$ cat src/bsq_pkg.sv
// Shared constants and types of the external bus write and locked-cycle sequencer
package bsq_pkg;

	// ----------------------------------------------------------------
	// Timing
	// ----------------------------------------------------------------
	localparam int SYS_CLK_PERIOD_NS = 20;
	localparam int BUS_CLK_PERIOD_NS = 40;
	// System clocks per bus state (one half of the bus clock), at least one
	localparam int STATE_CYC_RAW = (BUS_CLK_PERIOD_NS / 2) / SYS_CLK_PERIOD_NS;
	localparam int STATE_CYC = (STATE_CYC_RAW < 1) ? 1 : STATE_CYC_RAW;

	// ----------------------------------------------------------------
	// Widths and reset values
	// ----------------------------------------------------------------
	localparam int ADDR_W = 32;
	localparam int DATA_W = 32;
	localparam int FC_W = 3;
	localparam int SIZ_W = 2;
	localparam int REDUCED_ADDR_W = 24;
	localparam int FIFO_DEPTH = 8;
	localparam logic [FC_W-1:0] FC_RESET = 3'h0;
	localparam logic [SIZ_W-1:0] SIZ_RESET = 2'h0;

	// ----------------------------------------------------------------
	// Commands and states
	// ----------------------------------------------------------------
	// Bus cycle kinds queued by the core
	typedef enum logic [1:0] {
		CYC_WRITE,
		CYC_RMC_READ,
		CYC_RMC_WRITE,
		CYC_RMC_END
	} bsq_cyc_t;

	// Operation that issued the cycle
	typedef enum logic [1:0] {
		OP_PLAIN,
		OP_TEST_AND_SET,
		OP_COMPARE_AND_SWAP,
		OP_COMPARE_AND_SWAP_DUAL
	} bsq_op_t;

	typedef struct packed {
		bsq_cyc_t                cyc;
		bsq_op_t                 op;
		logic                    first;
		logic [FC_W-1:0]         fc;
		logic [SIZ_W-1:0]        siz;
		logic [ADDR_W-1:0]       addr;
		logic [DATA_W-1:0]       data;
	} bsq_entry_t;

	localparam int ENTRY_W = $bits(bsq_entry_t);

	typedef enum {
		ST_IDLE,
		ST_S0,
		ST_S1,
		ST_S2,
		ST_SW,
		ST_SWH,
		ST_S3,
		ST_S4,
		ST_S5
	} bsq_state_t;

endpackage : bsq_pkg

$ cat src/bsq_fifo_if.sv
// Carrier between the command queue and the bus sequencer
`timescale 1ns/100ps
interface bsq_fifo_if #(
	parameter int WIDTH = 8
);
	logic             wr_valid;
	logic             wr_ready;
	logic [WIDTH-1:0] wr_data;
	logic             rd_valid;
	logic             rd_ready;
	logic [WIDTH-1:0] rd_data;

	modport fifo (
		input  wr_valid,
		output wr_ready,
		input  wr_data,
		output rd_valid,
		input  rd_ready,
		output rd_data
	);

	modport user (
		output wr_valid,
		input  wr_ready,
		output wr_data,
		input  rd_valid,
		output rd_ready,
		input  rd_data
	);
endinterface : bsq_fifo_if

$ cat src/bsq_fifo.sv
// Command queue with valid and ready on both sides
`timescale 1ns/100ps
module bsq_fifo #(
	parameter int WIDTH = 8,
	parameter int DEPTH = 8
) (
	input  wire logic   i_sys_clk,  // System clock
	input  wire logic   i_reset_n,  // Asynchronous reset, active low
	bsq_fifo_if.fifo    q           // Queue ports
);
	localparam int PTR_W = (DEPTH > 1) ? $clog2(DEPTH) : 1;
	localparam int CNT_W = $clog2(DEPTH + 1);
	localparam logic [CNT_W-1:0] CNT_FULL = CNT_W'(DEPTH);
	localparam logic [PTR_W-1:0] PTR_LAST = PTR_W'(DEPTH - 1);

	logic [WIDTH-1:0] mem [DEPTH];
	logic [PTR_W-1:0] wr_ptr_reg;
	logic [PTR_W-1:0] rd_ptr_reg;
	logic [CNT_W-1:0] count_reg;
	logic [CNT_W-1:0] count_next;
	logic             not_full_reg;
	logic             push;
	logic             pop;

	assign push = q.wr_valid && not_full_reg;
	assign pop = q.rd_valid && q.rd_ready;
	assign q.wr_ready = not_full_reg;
	assign q.rd_valid = (count_reg != '0);
	assign q.rd_data = mem[rd_ptr_reg];

	always_comb begin
		count_next = count_reg;
		if (push && !pop) begin
			count_next = count_reg + 1'b1;
		end else if (pop && !push) begin
			count_next = count_reg - 1'b1;
		end
	end

	always_ff @(posedge i_sys_clk) begin
		if (push) begin
			mem[wr_ptr_reg] <= q.wr_data;
		end
	end

	always_ff @(posedge i_sys_clk or negedge i_reset_n) begin
		if (!i_reset_n) begin
			wr_ptr_reg <= '0;
			rd_ptr_reg <= '0;
			count_reg <= '0;
			not_full_reg <= 1'b1;
		end else begin
			if (push) begin
				wr_ptr_reg <= (wr_ptr_reg == PTR_LAST) ? '0 : wr_ptr_reg + 1'b1;
			end
			if (pop) begin
				rd_ptr_reg <= (rd_ptr_reg == PTR_LAST) ? '0 : rd_ptr_reg + 1'b1;
			end
			count_reg <= count_next;
			// Registered so the ready port comes from a flop
			not_full_reg <= (count_next != CNT_FULL);
		end
	end

endmodule : bsq_fifo

$ cat src/bsq_bus_seq.sv
// Bus master sequencer: write cycles and locked read-modify-write sequences
`timescale 1ns/100ps
// How it works
// - S0 write: address, space, size, write
// - Operand start only on first write cycle
// - Write S1: address strobe and buffer enable
// - Cycle start strobes negated in S1
// - Drive data in S2, sample acknowledges
// - Write S3 asserts data strobe
// - Acknowledge by S2 end: no wait
// - No acknowledge: wait, sample every fall
// - S4 changes no control output
// - S5 drops strobes, holds the rest
// - Reduced variant: 24 address bits, fewer outputs
// - Lock marker held whole locked sequence
// - No bus grant during locked sequence
// - Locked cycles only for three operations
// - Locked S0: both starts, marker, read
// - Locked read S1: both strobes together
// - Locked read asserts buffer enable in S2
// - Idle between portions, no new controls
// - Latch read data, drop all in S5
module bsq_bus_seq #(
	parameter int REDUCED   = 0,                    // 1: reduced variant
	parameter int STATE_CYC = bsq_pkg::STATE_CYC,   // Clocks per bus state
	parameter int DEPTH     = bsq_pkg::FIFO_DEPTH   // Command queue depth
) (
	input  wire logic                  i_sys_clk,        // 50 MHz clock
	input  wire logic                  i_reset_n,        // Async reset
	input  wire logic                  i_cmd_valid,      // Command offered
	output logic                       o_cmd_ready,      // Queue has room
	input  wire logic [1:0]            i_cmd_cyc,        // Cycle kind
	input  wire logic [1:0]            i_cmd_op,         // Issuing operation
	input  wire logic                  i_cmd_first,      // First operand cycle
	input  wire logic [2:0]            i_cmd_fc,         // Address space
	input  wire logic [1:0]            i_cmd_siz,        // Transfer size
	input  wire logic [31:0]           i_cmd_addr,       // Byte address
	input  wire logic [31:0]           i_cmd_data,       // Write data
	output logic                       o_cmd_reject,     // Command dropped
	output logic [31:0]                o_rd_data,        // Locked read data
	output logic                       o_rd_valid,       // Read data pulse
	output logic                       o_bus_clk,        // Bus clock out
	output logic [31:0]                o_address,        // Address lines
	output logic [2:0]                 o_address_space_code, // Space
	output logic                       o_transfer_size_hi,   // Size bit 1
	output logic                       o_transfer_size_lo,   // Size bit 0
	output logic                       o_read_write,     // 1 read, 0 write
	output logic                       o_external_cycle_start_n, // Start
	output logic                       o_operand_cycle_start_n,  // Op start
	output logic                       o_address_strobe_n,   // Address valid
	output logic                       o_data_strobe_n,      // Data valid
	output logic                       o_data_buffer_enable_n, // Buffers
	output logic                       o_indivisible_cycle_marker_n, // Lock
	output logic [31:0]                o_data,           // Data bus out
	output logic                       o_data_oe_n,      // Low: driving
	input  wire logic [31:0]           i_data,           // Data bus in
	input  wire logic                  i_transfer_ack_hi_n, // Ack line 1
	input  wire logic                  i_transfer_ack_lo_n, // Ack line 0
	input  wire logic                  i_bus_request_n,  // Bus request
	output logic                       o_bus_grant_n     // Bus grant
);
	localparam logic RED = (REDUCED != 0);
	localparam int TICK_W = $clog2(STATE_CYC + 1);
	localparam logic [TICK_W-1:0] TICK_LAST = TICK_W'(STATE_CYC - 1);
	localparam logic [31:0] ADDR_MASK = RED ? 32'h00FFFFFF : 32'hFFFFFFFF;

	// ----------------------------------------------------------------
	// Queue and synchronisers
	// ----------------------------------------------------------------
	bsq_fifo_if #(.WIDTH(bsq_pkg::ENTRY_W)) q ();
	bsq_pkg::bsq_entry_t wr_ent;
	bsq_pkg::bsq_entry_t ent;
	bsq_pkg::bsq_entry_t head;
	bsq_pkg::bsq_entry_t cur_reg;
	bsq_pkg::bsq_state_t state_reg;
	bsq_pkg::bsq_state_t state_next;

	assign wr_ent = '{cyc: bsq_pkg::bsq_cyc_t'(i_cmd_cyc),
		op: bsq_pkg::bsq_op_t'(i_cmd_op), first: i_cmd_first,
		fc: i_cmd_fc, siz: i_cmd_siz, addr: i_cmd_addr, data: i_cmd_data};
	assign q.wr_valid = i_cmd_valid;
	assign q.wr_data = wr_ent;
	assign o_cmd_ready = q.wr_ready;

	bsq_fifo #(.WIDTH(bsq_pkg::ENTRY_W), .DEPTH(DEPTH)) u_fifo (
		.i_sys_clk (i_sys_clk),
		.i_reset_n (i_reset_n),
		.q         (q.fifo)
	);

	logic [1:0]  ack_s1_reg;
	logic [1:0]  ack_s2_reg;
	logic        breq_s1_reg;
	logic        breq_s2_reg;
	logic [31:0] din_s1_reg;
	logic [31:0] din_s2_reg;
	logic        ack_any;

	always_ff @(posedge i_sys_clk or negedge i_reset_n) begin
		if (!i_reset_n) begin
			ack_s1_reg <= 2'h3;
			ack_s2_reg <= 2'h3;
			breq_s1_reg <= 1'b1;
			breq_s2_reg <= 1'b1;
			din_s1_reg <= 32'h00000000;
			din_s2_reg <= 32'h00000000;
		end else begin
			ack_s1_reg <= {i_transfer_ack_hi_n, i_transfer_ack_lo_n};
			ack_s2_reg <= ack_s1_reg;
			breq_s1_reg <= i_bus_request_n;
			breq_s2_reg <= breq_s1_reg;
			din_s1_reg <= i_data;
			din_s2_reg <= din_s1_reg;
		end
	end

	// Either line low is enough to end the cycle
	assign ack_any = (ack_s2_reg != 2'h3);

	// ----------------------------------------------------------------
	// Bus state timing
	// ----------------------------------------------------------------
	logic [TICK_W-1:0] tick_cnt_reg;
	logic              tick;

	assign tick = (tick_cnt_reg == TICK_LAST);

	always_ff @(posedge i_sys_clk or negedge i_reset_n) begin
		if (!i_reset_n) begin
			tick_cnt_reg <= '0;
			o_bus_clk <= 1'b0;
		end else begin
			tick_cnt_reg <= tick ? '0 : tick_cnt_reg + 1'b1;
			if (tick) begin
				o_bus_clk <= !o_bus_clk;
			end
		end
	end

	// ----------------------------------------------------------------
	// Sequencer
	// ----------------------------------------------------------------
	logic locked;
	logic granted;
	logic bad_cmd;
	logic is_wr;
	logic start;

	assign locked = !o_indivisible_cycle_marker_n;
	assign granted = !o_bus_grant_n;
	// The queue carries a plain vector; view its head as fields
	assign head = q.rd_data;
	assign ent = (state_reg == bsq_pkg::ST_IDLE) ? head : cur_reg;
	assign is_wr = (ent.cyc != bsq_pkg::CYC_RMC_READ);
	// Locked reads need one of the three atomic operations
	assign bad_cmd = (head.cyc == bsq_pkg::CYC_RMC_READ)
		? (head.op == bsq_pkg::OP_PLAIN || locked)
		: ((head.cyc != bsq_pkg::CYC_WRITE) && !locked);
	// S0 opens on a rising bus clock edge, and only from idle, so a
	// queued locked read cannot raise the marker during another cycle
	assign start = (state_reg == bsq_pkg::ST_IDLE) && tick && !o_bus_clk
		&& q.rd_valid && !granted;

	always_comb begin
		state_next = state_reg;
		q.rd_ready = 1'b0;
		case (state_reg)
			bsq_pkg::ST_IDLE: begin
				if (tick && q.rd_valid && !granted
					&& (bad_cmd || head.cyc == bsq_pkg::CYC_RMC_END)) begin
					q.rd_ready = 1'b1;
				end else if (start) begin
					q.rd_ready = 1'b1;
					state_next = bsq_pkg::ST_S0;
				end
			end
			bsq_pkg::ST_S0: if (tick) state_next = bsq_pkg::ST_S1;
			bsq_pkg::ST_S1: if (tick) state_next = bsq_pkg::ST_S2;
			bsq_pkg::ST_S2: begin
				if (tick) begin
					state_next = ack_any ? bsq_pkg::ST_S3 : bsq_pkg::ST_SW;
				end
			end
			bsq_pkg::ST_SW: if (tick) state_next = bsq_pkg::ST_SWH;
			bsq_pkg::ST_SWH: begin
				if (tick) begin
					state_next = ack_any ? bsq_pkg::ST_S3 : bsq_pkg::ST_SW;
				end
			end
			bsq_pkg::ST_S3: if (tick) state_next = bsq_pkg::ST_S4;
			bsq_pkg::ST_S4: if (tick) state_next = bsq_pkg::ST_S5;
			bsq_pkg::ST_S5: if (tick) state_next = bsq_pkg::ST_IDLE;
			default: state_next = bsq_pkg::ST_IDLE;
		endcase
	end

	always_ff @(posedge i_sys_clk or negedge i_reset_n) begin
		if (!i_reset_n) begin
			state_reg <= bsq_pkg::ST_IDLE;
			cur_reg <= '0;
		end else begin
			state_reg <= state_next;
			if (q.rd_ready) begin
				cur_reg <= q.rd_data;
			end
		end
	end

	always_ff @(posedge i_sys_clk or negedge i_reset_n) begin
		if (!i_reset_n) begin
			o_cmd_reject <= 1'b0;
		end else begin
			o_cmd_reject <= q.rd_ready && bad_cmd;
		end
	end

	// ----------------------------------------------------------------
	// Bus outputs, updated as each state is entered
	// ----------------------------------------------------------------
	always_ff @(posedge i_sys_clk or negedge i_reset_n) begin
		if (!i_reset_n) begin
			o_address <= 32'h00000000;
			o_address_space_code <= bsq_pkg::FC_RESET;
			{o_transfer_size_hi, o_transfer_size_lo} <= bsq_pkg::SIZ_RESET;
			o_read_write <= 1'b1;
			o_external_cycle_start_n <= 1'b1;
			o_operand_cycle_start_n <= 1'b1;
			o_address_strobe_n <= 1'b1;
			o_data_strobe_n <= 1'b1;
			o_data_buffer_enable_n <= 1'b1;
			o_data <= 32'h00000000;
			o_data_oe_n <= 1'b1;
		end else if (tick && state_next != state_reg) begin
			case (state_next)
				bsq_pkg::ST_S0: begin
					o_address <= ent.addr & ADDR_MASK;
					o_address_space_code <= ent.fc;
					{o_transfer_size_hi, o_transfer_size_lo} <= ent.siz;
					o_read_write <= !is_wr;
					o_external_cycle_start_n <= RED;
					o_operand_cycle_start_n <= RED
						|| !(ent.first || !is_wr);
				end
				bsq_pkg::ST_S1: begin
					o_external_cycle_start_n <= 1'b1;
					o_operand_cycle_start_n <= 1'b1;
					o_address_strobe_n <= 1'b0;
					o_data_strobe_n <= is_wr;
					o_data_buffer_enable_n <= !is_wr || RED;
				end
				bsq_pkg::ST_S2: begin
					if (is_wr) begin
						o_data <= ent.data;
						o_data_oe_n <= 1'b0;
					end else begin
						o_data_buffer_enable_n <= RED;
					end
				end
				// Write data strobe also covers any wait states
				bsq_pkg::ST_SW, bsq_pkg::ST_SWH, bsq_pkg::ST_S3: begin
					o_data_strobe_n <= 1'b0;
				end
				bsq_pkg::ST_S5: begin
					o_address_strobe_n <= 1'b1;
					o_data_strobe_n <= 1'b1;
					if (!is_wr) begin
						o_data_buffer_enable_n <= 1'b1;
					end
				end
				bsq_pkg::ST_IDLE: begin
					// Address, size and direction stay put between cycles
					o_data_buffer_enable_n <= 1'b1;
					o_data_oe_n <= 1'b1;
				end
				default: begin
				end
			endcase
		end
	end

	// Read data is taken on the falling edge that ends S4
	always_ff @(posedge i_sys_clk or negedge i_reset_n) begin
		if (!i_reset_n) begin
			o_rd_data <= 32'h00000000;
			o_rd_valid <= 1'b0;
		end else begin
			o_rd_valid <= 1'b0;
			if (tick && state_reg == bsq_pkg::ST_S4 && !is_wr) begin
				o_rd_data <= din_s2_reg;
				o_rd_valid <= 1'b1;
			end
		end
	end

	// ----------------------------------------------------------------
	// Lock marker and bus arbitration
	// ----------------------------------------------------------------
	always_ff @(posedge i_sys_clk or negedge i_reset_n) begin
		if (!i_reset_n) begin
			o_indivisible_cycle_marker_n <= 1'b1;
		end else if (start && !bad_cmd
			&& head.cyc == bsq_pkg::CYC_RMC_READ) begin
			o_indivisible_cycle_marker_n <= 1'b0;
		end else if (q.rd_ready && !bad_cmd
			&& head.cyc == bsq_pkg::CYC_RMC_END) begin
			o_indivisible_cycle_marker_n <= 1'b1;
		end
	end

	always_ff @(posedge i_sys_clk or negedge i_reset_n) begin
		if (!i_reset_n) begin
			o_bus_grant_n <= 1'b1;
		end else if (breq_s2_reg) begin
			o_bus_grant_n <= 1'b1;
		end else if (state_next == bsq_pkg::ST_IDLE && !q.rd_ready
			&& !locked) begin
			o_bus_grant_n <= 1'b0;
		end
	end

	logic [6:0] ctl;
	assign ctl = {o_external_cycle_start_n, o_operand_cycle_start_n,
		o_address_strobe_n, o_data_strobe_n, o_data_buffer_enable_n,
		o_read_write, o_data_oe_n};
endmodule : bsq_bus_seq

$ cat config.mk
export PLATFORM = sky130hd
export DESIGN_NAME = bsq_bus_seq
export DESIGN_NICKNAME = d
export VERILOG_FILES = /design/src/bsq_pkg.sv /design/src/bsq_fifo_if.sv /design/src/bsq_fifo.sv /design/src/bsq_bus_seq.sv
export SDC_FILE = /design/constraint.sdc
export NUM_CORES = 1
export LEC_CHECK = 0
export ABC_AREA = 1
export BUFFER_PORTS_ARGS = -buffer_cell sky130_fd_sc_hd__buf_2
export CAP_MARGIN = 20
export CORE_MARGIN = 2
export CORE_UTILIZATION = 40
export CTS_BUF_LIST = sky130_fd_sc_hd__clkbuf_8
export DETAILED_ROUTE_END_ITERATION = 12
export PLACE_DENSITY = 0.67
export SETUP_SLACK_MARGIN = 0.15
export SYNTH_ARGS = -nofsm -noshare
export SYNTH_HDL_FRONTEND = slang
export SYNTH_SLANG_ARGS = --single-unit
$ cat constraint.sdc
create_clock -name i_sys_clk -period 5.6 [get_ports i_sys_clk]
set_input_delay 0.28 -clock i_sys_clk [delete_from_list [all_inputs] [get_ports i_sys_clk]]
set_output_delay 0.28 -clock i_sys_clk [all_outputs]
set_load 0.005 [all_outputs]
Yosys cells after proc, flatten, opt, wreduce, memory -nomap -nowiden
Memory sizes are Yosys's and may differ from the RTL's.
Cells that the tools add are included.
{"block": "op_classes", "bitwise_logic": 1, "eq_ne": 27, "addsub": 5, "muxes": 37, "reduce_logical": 56}
{"operator": "32-bit two-way mux", "n": 9}
{"operator": "32-bit case mux with 8 select lines", "n": 1}
{"operator": "32-bit by 3-bit equality test with 1-bit output, second input constant", "n": 7}
{"operator": "32-bit by 2-bit equality test with 1-bit output, second input constant", "n": 4}
{"operator": "32-bit logical NOT", "n": 4}
{"operator": "32-bit by 4-bit equality test with 1-bit output, second input constant", "n": 3}
{"operator": "74-bit two-way mux", "n": 1}
{"operator": "32-bit by 1-bit equality test with 1-bit output, second input constant", "n": 2}
{"operator": "32-bit != test", "n": 1}
{"operator": "1-bit logical AND", "n": 22}
{"operator": "1-bit two-way mux", "n": 15}
{"operator": "2-bit nonzero test", "n": 6}
{"operator": "1-bit logical NOT", "n": 8}
{"operator": "4-bit two-way mux", "n": 2}
{"operator": "2-bit != test, second input constant", "n": 4}
{"operator": "1-bit case mux with 2 select lines", "n": 4}
{"operator": "2-bit AND reduction", "n": 4}
{"operator": "4-bit nonzero test", "n": 2}
{"operator": "3-bit by 1-bit adder with 3-bit output, second input constant", "n": 2}
{"operator": "3-bit equality test, second input constant", "n": 2}
{"operator": "3-bit two-way mux", "n": 2}
{"operator": "3-bit AND reduction", "n": 2}
{"operator": "4-bit by 1-bit adder with 4-bit output, second input constant", "n": 1}
{"operator": "4-bit != test, second input constant", "n": 1}
{"operator": "other kinds (15)", "n": 17}
{"block": "word_totals", "ram_bits": 592, "output_inout_bits": 114, "inputBits": 112, "ff_bits": 301, "mem_count": 1}
{"name": "u_fifo.mem", "words": 8, "width": 74, "read_ports": 1, "rd_clocked_by_memory_dff": 0, "write_ports": 1, "line_no": "bsq_fifo.sv:16", "text": "logic [WIDTH-1:0] mem [DEPTH];"}

Logic depth before layout (Yosys ltp)
Gate-level depths: netlist (run 1).
{"block": "logic_depth", "depth_word": 13, "mapped_depth": 20}

Cells and area by module
Synthesis (run 1) repeated with hierarchy kept, for this count alone.
{"block": "unflattened", "hier_cells": 2939, "area_unflattened_um2": 34296.6}
{"mod": "bsq_fifo", "seq_area_each_um2": 18053.6, "area_per_inst_um2": 23648.9, "n_inst": 1, "cells_per_inst": 1836}
{"mod": "bsq_bus_seq", "seq_area_each_um2": 7200.7, "area_per_inst_um2": 10647.7, "n_inst": 1, "cells_per_inst": 1103}

Worst setup path before layout (run 1)
Ideal clock, no wire load.
{"block": "synth_timing", "path_kind": "reg-to-reg", "startpoint": "reg u_fifo.not_full_reg (netlist: u_fifo.q.wr_ready)", "endpoint": "mem u_fifo.mem[0][0] (netlist bit), enable pin", "synth_period_minus_slack_ns": 4.508, "arrival_ns": 4.001, "path_stages_with_launch": 5, "required_ns": 5.093, "n_path_buf": 0, "slack_ns": 1.092, "path_cell_list": "dfstp_2 -> nand2_1 -> clkinv_1 -> nand2_1 -> nor2_1"}
{"block": "synth_between", "elab_chain_len": 3}
{"item": "start, declared", "line_no": "bsq_fifo.sv:21", "text": "logic not_full_reg;"}
{"item": "start signal, assigned", "line_no": "bsq_fifo.sv:61", "text": "not_full_reg <= (count_next != CNT_FULL);"}
{"item": "1-bit logical AND", "line_no": "bsq_fifo.sv:25", "text": "assign push = q.wr_valid && not_full_reg;"}
{"item": "1-bit two-way mux", "line_no": "bsq_fifo.sv:41", "text": "if (push) begin"}
{"item": "1-bit two-way mux (implied by the code)", "line_no": "bsq_fifo.sv:42", "text": "mem[wr_ptr_reg] <= q.wr_data;"}
{"item": "end, declared", "line_no": "bsq_fifo.sv:16"}
No other way between the ends.

Final worst setup path (run 1)
{"block": "layout_timing", "startpoint": "reg u_fifo.rd_ptr_reg[0]", "endpoint": "reg o_data_buffer_enable_n"}
{"block": "layout_between", "elab_chain_len": 11, "elab_cells_between_ends": 26, "classes_between": "eq/ne: 9; mux: 5; reduce/logical: 11; memory: 1"}
{"item": "start, declared", "line_no": "bsq_fifo.sv:18", "text": "logic [PTR_W-1:0] rd_ptr_reg;"}
{"item": "start signal, assigned", "line_no": "bsq_fifo.sv:57", "text": "rd_ptr_reg <= (rd_ptr_reg == PTR_LAST) ? '0 : rd_ptr_reg + 1'b1;"}
{"item": "memory read 8 x 74 bit *"}
{"item": "2-bit nonzero test or 2-bit logical NOT (tied branches)", "line_no": "bsq_bus_seq.sv:158, bsq_bus_seq.sv:157"}
{"item": "1-bit logical AND or 1-bit logical OR (tied branches)", "line_no": "bsq_bus_seq.sv:158, bsq_bus_seq.sv:157"}
{"item": "1-bit two-way mux", "line_no": "bsq_bus_seq.sv:157", "text": "? (head.op == bsq_pkg::OP_PLAIN || locked)"}
{"item": "1-bit logical OR", "line_no": "bsq_bus_seq.sv:170", "text": "&& (bad_cmd || head.cyc == bsq_pkg::CYC_RMC_END)) begin"}
{"item": "1-bit logical AND", "line_no": "bsq_bus_seq.sv:170"}
{"item": "32-bit two-way mux", "line_no": "bsq_bus_seq.sv:169", "text": "if (tick && q.rd_valid && !granted"}
{"item": "32-bit case mux with 8 select lines", "line_no": "bsq_bus_seq.sv:167", "text": "case (state_reg)"}
{"item": "32-bit by 4-bit equality test with 1-bit output (tied with other cells)", "line_no": "bsq_bus_seq.sv:234", "text": "case (state_next)"}
{"item": "4-bit nonzero test (no line) (tied with other cells)"}
{"item": "4-bit AND reduction (no line)"}
{"item": "end signal, assigned", "line_no": "bsq_bus_seq.sv:249", "text": "o_data_buffer_enable_n <= !is_wr || RED;"}
{"item": "end, declared", "line_no": "bsq_bus_seq.sv:52", "text": "output logic o_data_buffer_enable_n,"}
Every way passes the cells marked *; elsewhere a longest branch is shown, timed or not.
A chain may end at the register's enable or synchronous reset.

==> results.cfg, run 1 <==
[route]
drt-vias-per-instance = 4.96
num_vias = 22200
drtIter0Drc = 1655
routed_wl_mm = 80.4
ant_nets = 0
firstDrtPassIters = 7
wl_per_cell_um = 17.9
remaining_drc_errors = 0

[clocking]
clock-sinks = 890
postCtsHoldBufs = 110
numCtsBuffers = 144
clk_latency_ns = 0.79
clockBufferDepth = 3
cts_tree = built
cts_root_buf = clkbuf_8
htreeDepth = 4
path_clk_slew_ns = 0.06
post_cts_resized = 0
post_cts_buffers = 0

[floorplanning]
dieArea_mm2 = 0.0870
rows = 106
die_h_um = 295
pin_count = 226
core_mm2 = 0.0837
die_w_um = 295
floorplan.initialDensity = 0.405

[timing]
finalSetupViolCount = 0
rsz0062_at_grt = no
slew_headroom = 0.295
min_period_ns = 3.66
worstMarginPinSlew_ns = 1.06
final.setup.tns_ns = 0
fin_worst_skew_ns = 0.0430
slew_violations = 0
finalCritPeriodShare = 0.653
worst_slack_ns = 1.94
hold_viol = 0
achievable-frequency_mhz = 273
holdWs_ns = 0.0868

[placed_design]
post-dp-hpwl_mm = 43.4
place_congestion = 0.795
numPlacedInstances = 4103
io_buffer_count = 225
pre_cts_slack_ns = 1.95

[worst_setup_path]
cp_top_family = simple AND/OR/NAND/NOR gates
ff2ff_path_depth = 14
slowest_stage = dfrtp_4
crit_fanout = 105
path_depth = 14
startpoint_type = register
cp_num_buf_inv = 1
worstPathCellList = inv_8, nand2_1, nand3_1, nand2_1, nand2_1, nand2_2, nor2_1, nand2_2, nand4_1, nand4_1, nand3_1, nand2_1, nor2_1, nor2_1
arrival_ns = 4.37
setup.worst_path.end_class = register
criticalPathCategory = reg -> reg
required_ns = 6.31
crit_path_max_incr_delay_ns = 0.94
cpMostUsedCell = nand2_1

[synthesis]
ys_seq_area_frac = 0.746
syn_area_per_cell_um2 = 11.9
synth_cell_types = 35
syn_inst = 2842
ys_seq_elements = 890
ys_warn_count = 0
netlist_area_mm2 = 0.0339

[grt]
grt_use_met3 = 0.0432
use_met2 = 0.302
grt_pass1_vias = 21800
grt.busiest_layer = met2
track_usage = 0.185
grt_antenna_before_repair = 14
use_met1 = 0.245
grt_max_degree = 121
grt_pass1_wl_mm = 124
overflow = 0

[power]
p_int_mw = 9.96
p_sw_mw = 2.72
clock_power_share = 0.426
combinationalPowerShare = 0.016
power.density_mw_per_mm2 = 315
power.share.switching = 0.214
leakagePower_nw = 16.2
ir_worst_vdd_mv = 0.146
seqPwrFrac = 0.558

[final_layout]
fin_cells = 4483
syn_to_final_growth_pct = 18.7
final_nets = 3344
largest_reg_flops = 592
drive_above_1_share = 0.152

[outcome]
status = complete, no violations

[worst_hold_path]
min_path_type = in -> reg
min_path_cells = 4

[job]
max-cap-violations = 0
==> cell usage in the layout, fill, tap and decap left out, types with 28 or more instances in the layout <==
cell	n
buf_4	31
nand3_1	28
dlygate4sd3_1	110
a31oi_1	103
nor2_1	562
o21ai_0	303
nand2_1	471
edfxtp_1	592
clkbuf_8	160
conb_1	28
dfrtp_1	280
buf_2	224
inv_1	144
o22ai_1	72
o21ai_1	101
==> synthesized netlist by cell type (all sizes together) <==
cell	n	area share
nand4	9	0.0017
edfxtp	592	0.52
a21oi	5	0.00074
dfstp	16	0.012
o21ai	404	0.060
buf	81	0.013
nand3b	3	0.00067
o22ai	72	0.013
o2111ai	1	0.00026
nand3	30	0.0047
clkbuf	81	0.0091
dfrtp	282	0.21
conb	1	0.00011
a31oi	103	0.019
nand2	477	0.053
o21bai	1	0.00022
nor2	576	0.064
or2	1	0.00018
ha	6	0.0022
clkinv	1	0.00011
nor3	4	0.00074
inv	95	0.011
o211ai	1	0.00022
==> final timing paths <==
check,from,endpoint,slack [ns]
setup / recovery,u_fifo.rd_ptr_reg[0],o_data_buffer_enable_n,1.94
hold / removal,i_cmd_valid,u_fifo.wr_ptr_reg[0],0.09
setup reg to reg,u_fifo.rd_ptr_reg[0],o_data_buffer_enable_n,1.94
hold reg to reg,din_s1_reg[10],din_s2_reg[10],0.34
max in group asynchronous,i_reset_n,o_address[14],4.28
min in group asynchronous,i_reset_n,cur_reg[30],0.22
==> tightest hold or removal path: stages <==
cell	delay, ns
buf_2	0.08
nand2_1	0.20
nor2_1	0.20
a21oi_1	0.06
==> stage by stage <==
stage	util	cell area [um2]	power, mW
floorplan	-	34000	7.21
global placement	0.432	36200	7.34
detailed placement	0.433	36200	7.35
CTS	0.480	40200	12.8
global route	0.480	40200	13.2
finish	0.480	40200	12.7
==> logic make-up after synthesis <==
family / Yosys count / synth area share
adder cells (fa/ha/maj): 6 / 0.00222
flip-flops: 890 / 0.746
buffers and inverters: 258 / 0.0328
AND/OR/NAND/NOR: 1100 / 0.126
other: 1 / 0.000111
AO/OA/AOI/OAI: 587 / 0.0935
==> metal layers <==
layer,part of all wire,vias to the layer above
met1,0.44,10900
met2,0.48,613
met5,0.0013,-
met3,0.062,122
li1,-,10600
met4,0.017,18
==> cell type report <==
cell class | count | area (um2)
Clock buffer | 160 | 2200
Tap cell | 1134 | 1420
Antenna cell | 5 | 12.5
Sequential cell | 890 | 25300
Clock inverter | 104 | 619
Fill cell | 7436 | 43500
Inverter | 96 | 378
Timing Repair Buffer | 373 | 2630
Multi-Input combinational cell | 1721 | 7670
==> power groups by stage <==
stage / sequential, mW / combinational [mW] / clock, mW
2_1_floorplan: 7.21 / 0.00500 / 0
6_report: 7.07 / 0.209 / 5.40
4_1_cts: 7.07 / 0.213 / 5.55
3_3_place_gp: 7.20 / 0.138 / 0
3_5_place_dp: 7.21 / 0.144 / 0
5_1_grt: 7.07 / 0.233 / 5.86
Note: power is estimated with default switching activity, not from simulation.
==> inputs of run 2 (changes only) <==
--- a/config.mk
+++ b/config.mk
@@ -12,7 +12,7 @@
 export CORE_UTILIZATION = 40
 export CTS_BUF_LIST = sky130_fd_sc_hd__clkbuf_8
 export DETAILED_ROUTE_END_ITERATION = 12
-export PLACE_DENSITY = 0.67
+export PLACE_DENSITY = 0.69
 export SETUP_SLACK_MARGIN = 0.15
 export SYNTH_ARGS = -nofsm -noshare
 export SYNTH_HDL_FRONTEND = slang
==> constraint.sdc (replaced) <==
create_clock -name i_sys_clk -period 3 [get_ports i_sys_clk]
set_input_delay 0.15 -clock i_sys_clk [delete_from_list [all_inputs] [get_ports i_sys_clk]]
set_output_delay 0.15 -clock i_sys_clk [all_outputs]
set_load 0.005 [all_outputs]
==> results.cfg, run 2 (same netlist as run 1, synthesis figures left out) <==
[final_layout]
final_nets = 3397
largest_reg_flops = 592
fin_cells = 4534
layout_common_cells = edfxtp_1, nor2_1, nand2_1
syn_to_final_growth_pct = 20.8
fillers = 7251
fin_util = 0.489
final_common_cell = edfxtp_1
drive_above_1_share = 0.155

[route]
drtIter0Drc = 1534
ant_nets = 0
routed_wl_mm = 79.8
wl_per_cell_um = 17.6
remaining_drc_errors = 0
drt-vias-per-instance = 4.95
num_vias = 22400
firstDrtPassIters = 5

[placed_design]
post-dp-hpwl_mm = 43.6
numPlacedInstances = 4122
io_buffer_count = 225
pre_cts_slack_ns = 0.486
place_congestion = 0.751

[worst_setup_path]
arrival_ns = 3.25
cp_top_family = simple AND/OR/NAND/NOR gates
criticalPathCategory = reg -> reg
rrSetupSlack_ns = 0.45
crit_fanout = 79
startpoint_type = register
setup.worst_path.end_class = register
worstPathCellList = buf_12, nand3_1, nand3_1, nand3_1, nand2_2, nand3_2, nand2_1, nand2_4, inv_4, buf_4, nand2_1, nand2_1
crit_path_max_incr_delay_ns = 0.51
required_ns = 3.70
slowest_stage = dfrtp_4
cp_num_buf_inv = 3

[timing]
slew_violations = 0
fin_worst_skew_ns = 0.0315
finalCritPeriodShare = 0.851
final.setup.tns_ns = 0
rsz0062_at_grt = no
min_period_ns = 2.55
hold_viol = 4
finalSetupViolCount = 0
worst_slack_ns = 0.446
worstMarginPinSlew_ns = 0.916
slew_headroom = 0.390
holdWs_ns = -0.0544
achievable-frequency_mhz = 392

[floorplanning]
die_h_um = 295
core_mm2 = 0.0837
dieArea_mm2 = 0.0870
die_w_um = 295
pin_count = 226
floorplan.initialDensity = 0.405
rows = 106

[grt]
overflow = 0
grt_antenna_before_repair = 12
track_usage = 0.184
grt_pass1_wl_mm = 123
grt_pass1_vias = 22000
grt_max_degree = 157

[outcome]
status = complete, but fails checks
violations = hold timing

[clocking]
numCtsBuffers = 146
path_clk_slew_ns = 0.06
htreeDepth = 4
cts_tree = built
post_cts_resized = 0
clk_latency_ns = 0.79
clock-sinks = 890
post_cts_buffers = 0
cts_root_buf = clkbuf_8
clockBufferDepth = 3

[power]
power.density_mw_per_mm2 = 582
leakagePower_nw = 16.4
ir_worst_vdd_mv = 0.386

[job]
max-cap-violations = 0

[worst_hold_path]
min_path_type = in -> async
run 2: cell types whose count changed in the layout (fill, tap and decap cells not counted), moves of 3 or more:
cell | before | now
inv_8 | 6 | 0
inv_12 | 5 | 0
inv_1 | 144 | 141
buf_4 | 31 | 28
clkinv_2 | 13 | 18
buf_12 | 5 | 28
bufinv_16 | 3 | 6
dlygate4sd3_1 | 110 | 143
clkbuf_8 | 160 | 164
run 2: final timing paths:
kind / start / end / cells past startpoint
max: u_fifo.rd_ptr_reg[1] / cur_reg[67] / 12
min: i_reset_n / o_data[28] / 2
max reg2reg: u_fifo.rd_ptr_reg[1] / cur_reg[67] / 12
min reg2reg: din_s1_reg[29] / din_s2_reg[29] / 0
max in group asynchronous: i_reset_n / ack_s1_reg[1] / 3
min in group i_sys_clk: i_data[8] / din_s1_reg[8] / 2
run 2: per-layer routing:
metal,global-route usage,vias up,part of all wire
met4,0.0650,12,0.023
met1,0.241,10900,0.44
met2,0.300,653,0.48
li1,-,10700,-
met5,0,-,0.00081
met3,0.0422,162,0.061
run 2: cell type report:
| type | instances | area, um2 | share of cell area |
|---|---|---|---|
| Clock buffer | 164 | 2260 | 0.0552 |
| Multi-Input combinational cell | 1721 | 7670 | 0.188 |
| Clock inverter | 99 | 572 | 0.0140 |
| Timing Repair Buffer | 424 | 3340 | 0.0816 |
| Inverter | 96 | 374 | 0.00914 |
| Sequential cell | 890 | 25300 | 0.617 |
| Tap cell | 1134 | 1420 | 0.0347 |
| Antenna cell | 6 | 15.0 | 0.000367 |
run 2: power breakdown:
group          internal [mW]  switching, mW  total [mW]
sequential              13.2         0.0185        13.2
clock                   5.51           4.65        10.2
combinational          0.191          0.237       0.429
total                   18.9           4.91        23.8
run 2: repair_timing:
action | 4_1_cts | 5_1_grt
hold buffers | 142 | 1
hold endpoints to repair | 818 | 1
endpoints found under the setup margin | 0 | 0
run 2: per-stage QoR:
stage	power (mW)	instance area, um2
4_1_cts	24.1	40900
3_5_place_dp	13.7	36600
2_1_floorplan	13.5	34000
5_1_grt	24.7	40900
6_report	23.8	40900
3_3_place_gp	13.7	36600
